--- src/rtl/sac_pkg.sv ---
`default_nettype none

package sac_pkg;

   // ----------------------------------------
   // sizes
   // ----------------------------------------
   localparam int CH_N = 32;       // converter channels
   localparam int CH_AW = 5;       // channel select width
   localparam int CELL_N = 64;     // sample cells
   localparam int CELL_AW = 6;     // cell address width
   localparam int RES_W = 12;      // result word width
   localparam int CFG_W = 32;      // config string length (plain default)
   localparam int AXI_AW = 8;      // bus address width

   // ----------------------------------------
   // register map (byte addresses)
   // ----------------------------------------
   localparam logic [7:0] REG_STATUS = 8'h00;
   localparam logic [7:0] REG_LEVEL = 8'h04;
   localparam logic [7:0] REG_CONFIG = 8'h08;
   localparam logic [7:0] REG_COUNT = 8'h0C;
   localparam logic [11:0] LEVEL_RST = 12'h000;
   localparam logic [1:0] RESP_OKAY = 2'h0;
   localparam logic [1:0] RESP_SLVERR = 2'h2;

   // ----------------------------------------
   // status bit positions
   // ----------------------------------------
   localparam int ST_DONE = 0;
   localparam int ST_COUNT = 1;
   localparam int ST_RAMP = 2;
   localparam int ST_CELL = 8;

   // ----------------------------------------
   // resolution: full count is all ones shifted by (3 - select)
   // ----------------------------------------
   localparam logic [11:0] FULL_12 = 12'hFFF;
   localparam logic [1:0] WSEL_MAX = 2'h3;

   // ----------------------------------------
   // conversion sequencer states
   // ----------------------------------------
   typedef enum logic [2:0] {
      SAC_IDLE = 3'b001,
      SAC_COUNT = 3'b010,
      SAC_DONE = 3'b100
   } sac_state_t;

   // ----------------------------------------
   // control pins arriving from the controller
   // ----------------------------------------
   typedef struct packed {
      logic width_select_hi;
      logic width_select_lo;
      logic conv_enable;
      logic converter_clock;
      logic result_output_enable;
      logic result_load;
      logic debounce_clear;
      logic comparator_clear;
      logic auto_zero_ctl;
      logic comparator_source_select;
      logic cell_write_strobe;
      logic [5:0] write_cell;
      logic read_enable;
      logic [5:0] read_cell;
      logic memory_output_link;
      logic correlator_clear;
      logic readout_amp_clear;
      logic config_shift_clock;
      logic config_latch_strobe;
      logic config_serial_in;
      logic config_string_clear;
      logic config_readback_select;
      logic [4:0] channel_select;
   } sac_pins_t;

endpackage

`default_nettype wire

--- src/rtl/sac_cell_mem.sv ---
`timescale 1ns/1ps
`default_nettype none

// ----------------------------------------
// sample cell store, registered read
// ----------------------------------------
module sac_cell_mem #(
   parameter int DW = 12,
   parameter int AW = 6
) (
   input wire logic clk_sys,
   input wire logic wr_en,
   input wire logic [AW-1:0] wr_addr,
   input wire logic [DW-1:0] wr_data,
   input wire logic rd_en,
   input wire logic [AW-1:0] rd_addr,
   output logic [DW-1:0] rd_data
);
   logic [DW-1:0] mem [0:(1<<AW)-1]; // cell array
   logic [DW-1:0] rd_data_ff; // read register

   // no reset on the array: contents are undefined until written
   always_ff @(posedge clk_sys) begin
      if (wr_en) begin
         mem[wr_addr] <= wr_data;
      end
      if (rd_en) begin
         rd_data_ff <= mem[rd_addr];
      end
   end

   assign rd_data = rd_data_ff;
endmodule

`default_nettype wire

--- src/rtl/sac_top.sv ---
`timescale 1ns/1ps
`default_nettype none

module sac_top (
   input wire logic clk_sys,
   input wire logic rst_n,
   input wire sac_pkg::sac_pins_t pins,
   output logic full_scale_done,
   output logic [sac_pkg::RES_W-1:0] result_data,
   output logic [sac_pkg::RES_W-1:0] result_oe_n,
   output logic config_serial_out,
   input wire logic [sac_pkg::AXI_AW-1:0] s_axi_awaddr,
   input wire logic s_axi_awvalid,
   output logic s_axi_awready,
   input wire logic [31:0] s_axi_wdata,
   input wire logic [3:0] s_axi_wstrb,
   input wire logic s_axi_wvalid,
   output logic s_axi_wready,
   output logic [1:0] s_axi_bresp,
   output logic s_axi_bvalid,
   input wire logic s_axi_bready,
   input wire logic [sac_pkg::AXI_AW-1:0] s_axi_araddr,
   input wire logic s_axi_arvalid,
   output logic s_axi_arready,
   output logic [31:0] s_axi_rdata,
   output logic [1:0] s_axi_rresp,
   output logic s_axi_rvalid,
   input wire logic s_axi_rready
);
   import sac_pkg::*;

   // ----------------------------------------
   // pin synchronisers
   // ----------------------------------------
   sac_pins_t s1_ff; // first stage, read only by s2
   sac_pins_t s2_ff; // safe copy of the pins
   sac_pins_t s3_ff; // one cycle older, for edges

   // every pin is asynchronous to clk_sys
   always_ff @(posedge clk_sys or negedge rst_n) begin
      if (!rst_n) begin
         s1_ff <= '0;
         s2_ff <= '0;
         s3_ff <= '0;
      end else begin
         s1_ff <= pins;
         s2_ff <= s1_ff;
         s3_ff <= s2_ff;
      end
   end

   // ----------------------------------------
   // decoded pin events
   // ----------------------------------------
   logic cclk_edge; // any converter clock transition
   logic en_s; // conversion enable level
   logic ramp_sel; // comparator looks at ramp
   logic shift_rise; // config shift clock rising
   logic strobe_rise; // config latch strobe rising
   logic rb_rise; // readback select rising
   logic cfg_clr; // config string clear
   logic [1:0] wsel; // width select, hi first
   logic [11:0] full_cnt; // final count for width

   // both edges count, so 2^(n-1) periods give 2^n codes
   assign cclk_edge = s2_ff.converter_clock ^ s3_ff.converter_clock;
   assign en_s = s2_ff.conv_enable;
   assign ramp_sel = s2_ff.comparator_source_select;
   assign shift_rise = s2_ff.config_shift_clock & ~s3_ff.config_shift_clock;
   assign strobe_rise = s2_ff.config_latch_strobe & ~s3_ff.config_latch_strobe;
   assign rb_rise = s2_ff.config_readback_select & ~s3_ff.config_readback_select;
   assign cfg_clr = s2_ff.config_string_clear;
   assign wsel = {s2_ff.width_select_hi, s2_ff.width_select_lo};
   // 00 -> 1FF (9 bit) up to 11 -> FFF (12 bit)
   assign full_cnt = FULL_12 >> (WSEL_MAX - wsel);

   // ----------------------------------------
   // conversion sequencer
   // ----------------------------------------
   sac_state_t state_ff; // sequencer state
   sac_state_t nxt_state; // next state
   logic [11:0] cnt_ff; // conversion counter
   logic [11:0] nxt_cnt; // next counter value
   logic [11:0] cnt_inc; // counter plus one
   logic ramp_on_ff; // ramp generator running
   logic done_ff; // full-scale done output
   logic step; // counter advances this cycle

   assign cnt_inc = cnt_ff + 12'h001;
   assign step = (state_ff == SAC_COUNT) & cclk_edge;

   // controller keeps enable high past done until stop; an early drop aborts
   always_comb begin
      nxt_state = state_ff;
      nxt_cnt = cnt_ff;
      case (state_ff)
         SAC_IDLE: begin
            if (en_s) begin
               nxt_state = SAC_COUNT;
            end
         end
         SAC_COUNT: begin
            if (step) begin
               nxt_cnt = cnt_inc;
               if (cnt_inc >= full_cnt) begin
                  nxt_state = SAC_DONE;
               end
            end
         end
         SAC_DONE: begin
            nxt_state = SAC_DONE; // counter parked at full scale
         end
         default: begin
            nxt_state = SAC_IDLE;
         end
      endcase
      if (!en_s) begin
         nxt_state = SAC_IDLE;
         nxt_cnt = 12'h000;
      end
   end

   // ramp and counter leave reset in the same cycle
   always_ff @(posedge clk_sys or negedge rst_n) begin
      if (!rst_n) begin
         state_ff <= SAC_IDLE;
         cnt_ff <= 12'h000;
         ramp_on_ff <= 1'b0;
         done_ff <= 1'b0;
      end else begin
         state_ff <= nxt_state;
         cnt_ff <= nxt_cnt;
         ramp_on_ff <= (nxt_state == SAC_COUNT);
         done_ff <= (nxt_state == SAC_DONE);
      end
   end

   assign full_scale_done = done_ff;

   // ----------------------------------------
   // sample memory and readout amplifier
   // ----------------------------------------
   logic [11:0] level_ff; // software-set level stored on write
   logic [11:0] cell_rd; // cell read data
   logic rd_pend_ff; // cell data arrive next cycle
   logic [11:0] amp_ff; // readout amplifier output
   logic amp_clr; // amplifier or correlator reset

   sac_cell_mem #(
      .DW(RES_W),
      .AW(CELL_AW)
   ) u_mem (
      .clk_sys(clk_sys),
      .wr_en(s2_ff.cell_write_strobe),
      .wr_addr(s2_ff.write_cell),
      .wr_data(level_ff),
      .rd_en(s2_ff.read_enable),
      .rd_addr(s2_ff.read_cell),
      .rd_data(cell_rd)
   );

   assign amp_clr = s2_ff.readout_amp_clear | s2_ff.correlator_clear;

   // amplifier only follows the cell while the link is made
   always_ff @(posedge clk_sys or negedge rst_n) begin
      if (!rst_n) begin
         rd_pend_ff <= 1'b0;
         amp_ff <= 12'h000;
      end else begin
         rd_pend_ff <= s2_ff.read_enable;
         if (amp_clr) begin
            amp_ff <= 12'h000;
         end else if (rd_pend_ff && s2_ff.memory_output_link) begin
            amp_ff <= cell_rd;
         end
      end
   end

   // ----------------------------------------
   // per-channel comparators and latches
   // ----------------------------------------
   logic [11:0] conv_val [CH_N]; // converted counter data
   logic [11:0] out_latch [CH_N]; // loaded results
   logic cmp_clr; // comparator and zero reset
   logic db_clr; // debounce reset

   assign cmp_clr = s2_ff.comparator_clear | s2_ff.auto_zero_ctl;
   assign db_clr = s2_ff.debounce_clear;

   genvar gi;
   generate
      for (gi = 0; gi < CH_N; gi++) begin : g_ch
         logic tripped_ff; // debounced comparator decision
         logic [11:0] val_ff; // count captured at crossing
         logic [11:0] lat_ff; // output latch
         logic [11:0] lvl; // level seen by this channel
         // channels differ by index so each sees a distinct level while the link is made
         assign lvl = s2_ff.memory_output_link ? amp_ff + 12'(gi) : 12'h000;
         // once tripped the value freezes: a debounce against chatter
         always_ff @(posedge clk_sys or negedge rst_n) begin
            if (!rst_n) begin
               tripped_ff <= 1'b0;
               val_ff <= 12'h000;
               lat_ff <= 12'h000;
            end else begin
               if (cmp_clr) begin
                  tripped_ff <= 1'b0;
                  val_ff <= 12'h000;
               end else if (db_clr) begin
                  tripped_ff <= 1'b0;
               end else if (step && ramp_sel && !tripped_ff) begin
                  val_ff <= cnt_inc;
                  tripped_ff <= (cnt_inc >= lvl);
               end
               if (s2_ff.result_load) begin
                  lat_ff <= val_ff;
               end
            end
         end
         assign conv_val[gi] = val_ff;
         assign out_latch[gi] = lat_ff;
      end
   endgenerate

   // ----------------------------------------
   // result bus
   // ----------------------------------------
   logic [11:0] res_ff; // driven result word
   logic [11:0] oe_n_ff; // low while driving
   logic [11:0] sel_word; // selected channel latch

   assign sel_word = out_latch[s2_ff.channel_select];

   // bus floats unless output enable is high
   always_ff @(posedge clk_sys or negedge rst_n) begin
      if (!rst_n) begin
         res_ff <= 12'h000;
         oe_n_ff <= 12'hFFF;
      end else begin
         res_ff <= s2_ff.result_output_enable ? sel_word : 12'h000;
         oe_n_ff <= {RES_W{~s2_ff.result_output_enable}};
      end
   end

   assign result_data = res_ff;
   assign result_oe_n = oe_n_ff;

   // ----------------------------------------
   // serial configuration string
   // ----------------------------------------
   logic [CFG_W-1:0] shift_ff; // shifted-in string
   logic [CFG_W-1:0] cfg_ff; // latched configuration
   logic [CFG_W-1:0] rb_ff; // readback copy
   logic sout_ff; // serial output

   // readback uses its own copy so the latched set stays put
   always_ff @(posedge clk_sys or negedge rst_n) begin
      if (!rst_n) begin
         shift_ff <= '0;
         cfg_ff <= '0;
         rb_ff <= '0;
         sout_ff <= 1'b0;
      end else if (cfg_clr) begin
         shift_ff <= '0;
         cfg_ff <= '0;
         rb_ff <= '0;
         sout_ff <= 1'b0;
      end else begin
         if (rb_rise) begin
            rb_ff <= cfg_ff;
         end else if (shift_rise && s2_ff.config_readback_select) begin
            rb_ff <= {rb_ff[CFG_W-2:0], 1'b0};
         end
         if (shift_rise && !s2_ff.config_readback_select) begin
            shift_ff <= {shift_ff[CFG_W-2:0], s2_ff.config_serial_in};
         end
         if (strobe_rise) begin
            cfg_ff <= shift_ff;
         end
         sout_ff <= s2_ff.config_readback_select ? rb_ff[CFG_W-1] : shift_ff[CFG_W-1];
      end
   end

   assign config_serial_out = sout_ff;

   // ----------------------------------------
   // bus slave
   // ----------------------------------------
   logic aw_got_ff; // write address held
   logic w_got_ff; // write data held
   logic [7:0] waddr_ff; // held write address
   logic [31:0] wdata_ff; // held write data
   logic [3:0] wstrb_ff; // held strobes
   logic bvalid_ff; // write response pending
   logic [1:0] bresp_ff; // write response code
   logic rvalid_ff; // read response pending
   logic [31:0] rdata_ff; // read data
   logic [1:0] rresp_ff; // read response code
   logic aw_hs; // address taken
   logic w_hs; // data taken
   logic do_wr; // both halves present
   logic ar_hs; // read address taken
   logic [31:0] rd_mux; // read data select
   logic rd_ok; // mapped read address
   logic [31:0] status_w; // status word
   logic awready_ff; // write address ready
   logic wready_ff; // write data ready
   logic arready_ff; // read address ready
   logic nxt_aw_got; // address held after this edge
   logic nxt_w_got; // data held after this edge
   logic nxt_bvalid; // response pending after this edge
   logic nxt_rvalid; // read data pending after this edge

   assign aw_hs = s_axi_awvalid & ~aw_got_ff & ~bvalid_ff;
   assign w_hs = s_axi_wvalid & ~w_got_ff & ~bvalid_ff;
   assign do_wr = aw_got_ff & w_got_ff;
   assign ar_hs = s_axi_arvalid & ~rvalid_ff;
   // next-state views so the readies can leave a register
   assign nxt_aw_got = do_wr ? 1'b0 : (aw_got_ff | aw_hs);
   assign nxt_w_got = do_wr ? 1'b0 : (w_got_ff | w_hs);
   assign nxt_bvalid = do_wr | (bvalid_ff & ~s_axi_bready);
   assign nxt_rvalid = ar_hs | (rvalid_ff & ~s_axi_rready);
   assign status_w = {18'h0, s2_ff.read_cell, 5'h0, ramp_on_ff,
                      (state_ff == SAC_COUNT), done_ff};
   assign rd_ok = (s_axi_araddr == REG_STATUS) | (s_axi_araddr == REG_LEVEL)
                  | (s_axi_araddr == REG_CONFIG) | (s_axi_araddr == REG_COUNT);
   assign rd_mux = (s_axi_araddr == REG_STATUS) ? status_w :
                   (s_axi_araddr == REG_LEVEL) ? {20'h0, level_ff} :
                   (s_axi_araddr == REG_CONFIG) ? 32'(cfg_ff) :
                   (s_axi_araddr == REG_COUNT) ? {20'h0, cnt_ff} : 32'h0;

   // address and data may arrive in either order
   always_ff @(posedge clk_sys or negedge rst_n) begin
      if (!rst_n) begin
         aw_got_ff <= 1'b0;
         w_got_ff <= 1'b0;
         waddr_ff <= 8'h00;
         wdata_ff <= 32'h0;
         wstrb_ff <= 4'h0;
         bvalid_ff <= 1'b0;
         bresp_ff <= RESP_OKAY;
         level_ff <= LEVEL_RST;
         awready_ff <= 1'b1;
         wready_ff <= 1'b1;
      end else begin
         // registered readies, same timing as the old decode
         awready_ff <= ~nxt_aw_got & ~nxt_bvalid;
         wready_ff <= ~nxt_w_got & ~nxt_bvalid;
         if (aw_hs) begin
            aw_got_ff <= 1'b1;
            waddr_ff <= s_axi_awaddr;
         end
         if (w_hs) begin
            w_got_ff <= 1'b1;
            wdata_ff <= s_axi_wdata;
            wstrb_ff <= s_axi_wstrb;
         end
         if (do_wr) begin
            aw_got_ff <= 1'b0;
            w_got_ff <= 1'b0;
            bvalid_ff <= 1'b1;
            // only the level register is writable
            bresp_ff <= (waddr_ff == REG_LEVEL) ? RESP_OKAY : RESP_SLVERR;
            if (waddr_ff == REG_LEVEL) begin
               if (wstrb_ff[0]) level_ff[7:0] <= wdata_ff[7:0];
               if (wstrb_ff[1]) level_ff[11:8] <= wdata_ff[11:8];
            end
         end else if (bvalid_ff && s_axi_bready) begin
            bvalid_ff <= 1'b0;
         end
      end
   end

   // one read at a time, data registered
   always_ff @(posedge clk_sys or negedge rst_n) begin
      if (!rst_n) begin
         rvalid_ff <= 1'b0;
         rdata_ff <= 32'h0;
         rresp_ff <= RESP_OKAY;
         arready_ff <= 1'b1;
      end else begin
         arready_ff <= ~nxt_rvalid;
         if (ar_hs) begin
            rvalid_ff <= 1'b1;
            rdata_ff <= rd_mux;
            rresp_ff <= rd_ok ? RESP_OKAY : RESP_SLVERR;
         end else if (rvalid_ff && s_axi_rready) begin
            rvalid_ff <= 1'b0;
         end
      end
   end

   assign s_axi_awready = awready_ff;
   assign s_axi_wready = wready_ff;
   assign s_axi_bvalid = bvalid_ff;
   assign s_axi_bresp = bresp_ff;
   assign s_axi_arready = arready_ff;
   assign s_axi_rvalid = rvalid_ff;
   assign s_axi_rdata = rdata_ff;
   assign s_axi_rresp = rresp_ff;
endmodule

`default_nettype wire

--- config.mk ---
export PLATFORM = sky130hd
export DESIGN_NAME = sac_top
export DESIGN_NICKNAME = d
export VERILOG_FILES = /design/src/rtl/sac_pkg.sv /design/src/rtl/sac_cell_mem.sv /design/src/rtl/sac_top.sv
export SDC_FILE = /design/constraint.sdc
export NUM_CORES = 2
export LEC_CHECK = 0
export ABC_AREA = 1
export CAP_MARGIN = 30
export CORE_MARGIN = 2
export CORE_UTILIZATION = 45
export CTS_CLUSTER_DIAMETER = 40
export CTS_CLUSTER_SIZE = 10
export DETAILED_ROUTE_END_ITERATION = 16
export DONT_BUFFER_PORTS = 1
export GPL_ROUTABILITY_DRIVEN = 1
export PLACE_DENSITY_LB_ADDON = 0.1
export SETUP_SLACK_MARGIN = 0.1
export SYNTH_ARGS = -nofsm -noshare
export SYNTH_HDL_FRONTEND = slang
export SYNTH_SLANG_ARGS = --single-unit
export TNS_END_PERCENT = 1
--- constraint.sdc ---
create_clock -name clk_sys -period 4.71 [get_ports clk_sys]
set_input_delay 0.942 -clock clk_sys [delete_from_list [all_inputs] [get_ports clk_sys]]
set_output_delay 0.942 -clock clk_sys [all_outputs]
set_load 0.03 [all_outputs]
==> summary.txt <==
Outcome
  • Run status: finished, final reports clean

Timing
  • Final worst path period need: slightly below 4000 ps
  • Fmax: approximately 250 MHz
  • Aggregate negative setup slack: 0 ps
  • PnR worst setup slack: 770 ps
  • Worst-case headroom to the max-slew limit: between 8 and 9%
  • Transition at the pin with the smallest max-transition slack: ~1400 ps
  • Final number of max-transition violations: 0
  • Unrepaired setup endpoints after global routing: false
  • Fraction of the cycle the final worst path needs: 83.6%
  • Count of final hold-check violations: 0
  • Finish-stage setup viols: 0
  • Largest clock skew in the final design: 84.8 ps

Synth
  • Dominant cell by count in the synthesized netlist: nand2_1
  • Most instantiated flip-flop cell in the synthesis netlist: dfrtp_1
  • Cell type contributing the most total cell area after synthesis: dfrtp_1
  • Share of the synthesized area in compound gates (AO/OA/AOI/OAI): between 10 and 15%
  • Count of unique library cells instantiated by Yosys: between 50 and 60
  • Area share of the largest cell type after synthesis: 31.6%
  • EDFF count, synth: around 800
  • Cell types with the largest area share after synthesis: dfrtp_1 (32%), edfxtp_1 (27%), nand2_1 (7.9%)
  • Post-synthesis share of cell area spent on full adders, half adders and majority gates: approximately 4.5%
  • Post-synthesis instance area: between 80000 and 90000 µm²
  • Dominant combinational cell family by area after synthesis: simple AND/OR/NAND/NOR gates
  • Yosys reg bits: 1873
  • Warning count from the yosys run: 0
  • Avg Synthesized Cell Area: 9.89 µm²
  • Xor/xnor share of the synthesized area: 0.193%
  • Portion of netlist area occupied by mux cells: roughly 3.2%
  • Proportion of synthesized chip area in sequential cells: 58.9%
  • Cells after Synth: about 8700
  • Most used standard cells in the synthesized netlist: nand2_1 (1815), o21ai_0 (1238), dfrtp_1 (1088)
  • Simple-gate area share of the yosys netlist: about 14%
  • Fraction of registers with async set/reset: between 50% and 60%

Route
  • DR vias/cell: roughly 5.6
  • # DRC: 0
  • Drt first-iter violations: ~6100
  • WL per Instance: between 20 and 25 µm
  • Initial DRT Pass Iterations: 6
  • Post-Route WL: approximately 260 mm
  • Overall via count from detail_route: 64410
  • Number of nets with antenna violations after detailed routing: 0

Worst setup path
  • Beginning of the critical path: amp_ff[2]$_DFFE_PN0P_
  • Cell Chain, Critical Path: inv_1 > buf_4 > ha_1 > inv_1 > nor2_1 > inv_1 > a21oi_1 > or2_2 > o211ai_1 > ha_1 > nand2_1 > nor2_1 > nand3_1 > nand4_1 > nand2_1 > a21oi_1
  • Worst reg2reg endpoint: g_ch[29].tripped_ff$_DFFE_PN0P_
  • Number of buffers and inverters on the critical path: 4
  • Critical path type: flip-flop to flip-flop
  • Worst path slowest cell: dfrtp_1
  • Longest individual stage delay on the worst path: roughly 510 ps
  • Cell repeated most along the worst path: inv_1
  • Data arrival time at the worst-slack endpoint: ~4700 ps
  • Worst-path maximum fanout: 6
  • Worst reg2reg startpoint: amp_ff[2]$_DFFE_PN0P_
  • Worst-case reg-to-reg path depth: 16
  • CP top delay family: simple AND/OR/NAND/NOR gates
  • Crit path capture type: flip-flop
  • CP Launch Type: flip-flop
  • Reg-to-reg setup timing slack: about 770 ps
  • Req. time, crit path: 5510 ps

Clock network
  • CTS sink cnt: 1873
  • Number of buffers created by CTS: 316
  • CTS tree: yes
  • Number of buffers inserted by post-CTS setup repair: 0
  • Maximum root-to-sink buffer count: 4
  • Cell chosen for the clock root: clkbuf_16
  • CTS Hold Bufs: 15
  • Latest clock arrival within the worst-skew pair: ~930 ps
  • Count of H-tree levels built during CTS: 5
  • Clock-pin slew reported for the worst setup and hold paths after clock tree synthesis: 50 ps
  • Number of gates given a new drive strength after cts: 0

Global routing
  • Largest net degree at the start of global routing: 250
  • GR Layer Usage met2: between 40% and 50%
  • Met3 Use GR: 4.06%
  • First-pass GRT wire length: 391 mm
  • Remaining global-route overflow: 0
  • Total global routing track utilization: 26.1%
  • Most congested layer reported by global routing: met2
  • Antenna violations before repair: 4
  • Vias in the first global route: a little over 60000
  • Global Route met1 Usage: 36.2%

Finish
  • Final nets: about 9200
  • Share of post-route cells with drive strength above 1: between 10% and 20%
  • Layout overhead on the synthesized area: 16.2%
  • Antenna diode instance count: 0

Pwr
  • Largest voltage drop on the vdd net: roughly 0.32 mV
  • Power density relative to cell area: about 440 nW/µm²
  • Cell leakage power: 0.0422 µW

Placement
  • Post-DP HPWL: ~160 mm
  • Input/output buffers: 0
  • Place WS: 967 ps
  • Final weighted congestion in routability-driven placement: 0.984

Die
  • Height of the chip: 442 µm
  • I/O Pins: about 160
  • Die Outline Area: 195000 µm²
  • Area of the placeable core: about 190000 µm²
  • Chip width: ~440 µm
  • Initial Utilization: ~45%
  • Core Rows: 160

Flow run
  • Maxcap violations: 0

Worst hold path
  • Min-delay worst type: input port to async pin
-- cells by family (layout without fill, tap and decap cells) --
logic type | after synthesis | count (layout)
buf+inv | 1046 | 1320
flops | 1873 | 1873
compound gates | 2197 | 2197
other cells | 1 | 2
simple gates | 3028 | 3028
mux | 248 | 248
xor+xnor | 19 | 19
fa+ha+maj | 308 | 308
-- cells in the final DEF, fill, tap and decap left out, types with 10 or more instances in the layout --
cell type and instances:
dfrtp_2 14, o22ai_1 109, inv_1 468, buf_16 10, a31oi_1 11, edfxtp_1 780
buf_4 242, nor4_2 11, a21oi_1 533, clkbuf_16 326, o21ai_1 154, clkinv_4 19
clkinv_1 14, mux2_2 248, a31oi_4 15, dlygate4sd3_1 15, ha_1 308, dfrtp_1 1067
buf_12 19, xor2_1 15, o21ai_0 1238, clkinv_2 45, clkbuf_1 45, clkbuf_8 34
nand4_1 52, inv_6 14, nor2_1 493, clkinvlp_4 16, nor2_2 16, bufinv_16 33
nand2_1 1814, or2_2 31, o21a_1 32, nand3_1 589, o211ai_1 69
-- stage by stage --
stage                     utilization [%]  hold WS [ps]  instance area, µm²  power, µW  std cells
after detailed placement             47.0           336               89500      21400      10946
after global placement               47.0           334               89300      21300      10937
after floorplan                         -           331               86200      20000       8721
after global routing                 52.7          16.5              100000      45300      11506
after CTS                            52.6          3.12              100000      44100      11504
final                                52.7          42.9              100000      43700      11506
-- cell type report --
type	count	area, µm²
inverter	486	1840
timing repair buffer	291	2690
fill	17125	90000
clock buffer	405	8790
multi-input combinational	5802	31200
sequential	1873	50800
clock inverter	138	1680
tap	2511	3140
-- state kept, by name (all words and copies together) (netlist names), 4 cells and up --
signal and count:
g_ch.lat_ff 384, g_ch.val_ff 384, shift_ff 32, rb_ff 32
s3_ff 4, level_ff 12, wdata_ff 12, cnt_ff 12
u_mem.mem 768, amp_ff 12, s1_ff 37, s2_ff 33
s_axi_rdata 32, cfg_ff 32, g_ch.tripped_ff 32, u_mem.rd_data 12
waddr_ff 8, result_data 12
-- report_power, final --
| part | switching [µW] | total (µW) | internal (µW) |
|---|---|---|---|
| Combinational | 2310 | 3130 | 821 |
| Clock | 7690 | 22600 | 14900 |
| Sequential | 382 | 18000 | 17600 |
-- layer usage --
metal,wire [µm],vias up
met5,0,-
met4,9980,0
met3,16600,505
met2,119000,2116
met1,112000,31573
li1,-,30216
-- how the worst max path moves through the flow --
stage               slack (ps)  depth (start not counted)                         endpoint
floorplan                 1160                         16        full_scale_done$_DFF_PN0_
global placement           940                         16  g_ch[13].tripped_ff$_DFFE_PN0P_
detailed placement         970                         16  g_ch[17].tripped_ff$_DFFE_PN0P_
CTS                        940                         16  g_ch[29].tripped_ff$_DFFE_PN0P_
global route               600                         16  g_ch[29].tripped_ff$_DFFE_PN0P_
finish                     770                         16  g_ch[29].tripped_ff$_DFFE_PN0P_
Note: power is estimated with default switching activity, not from simulation.
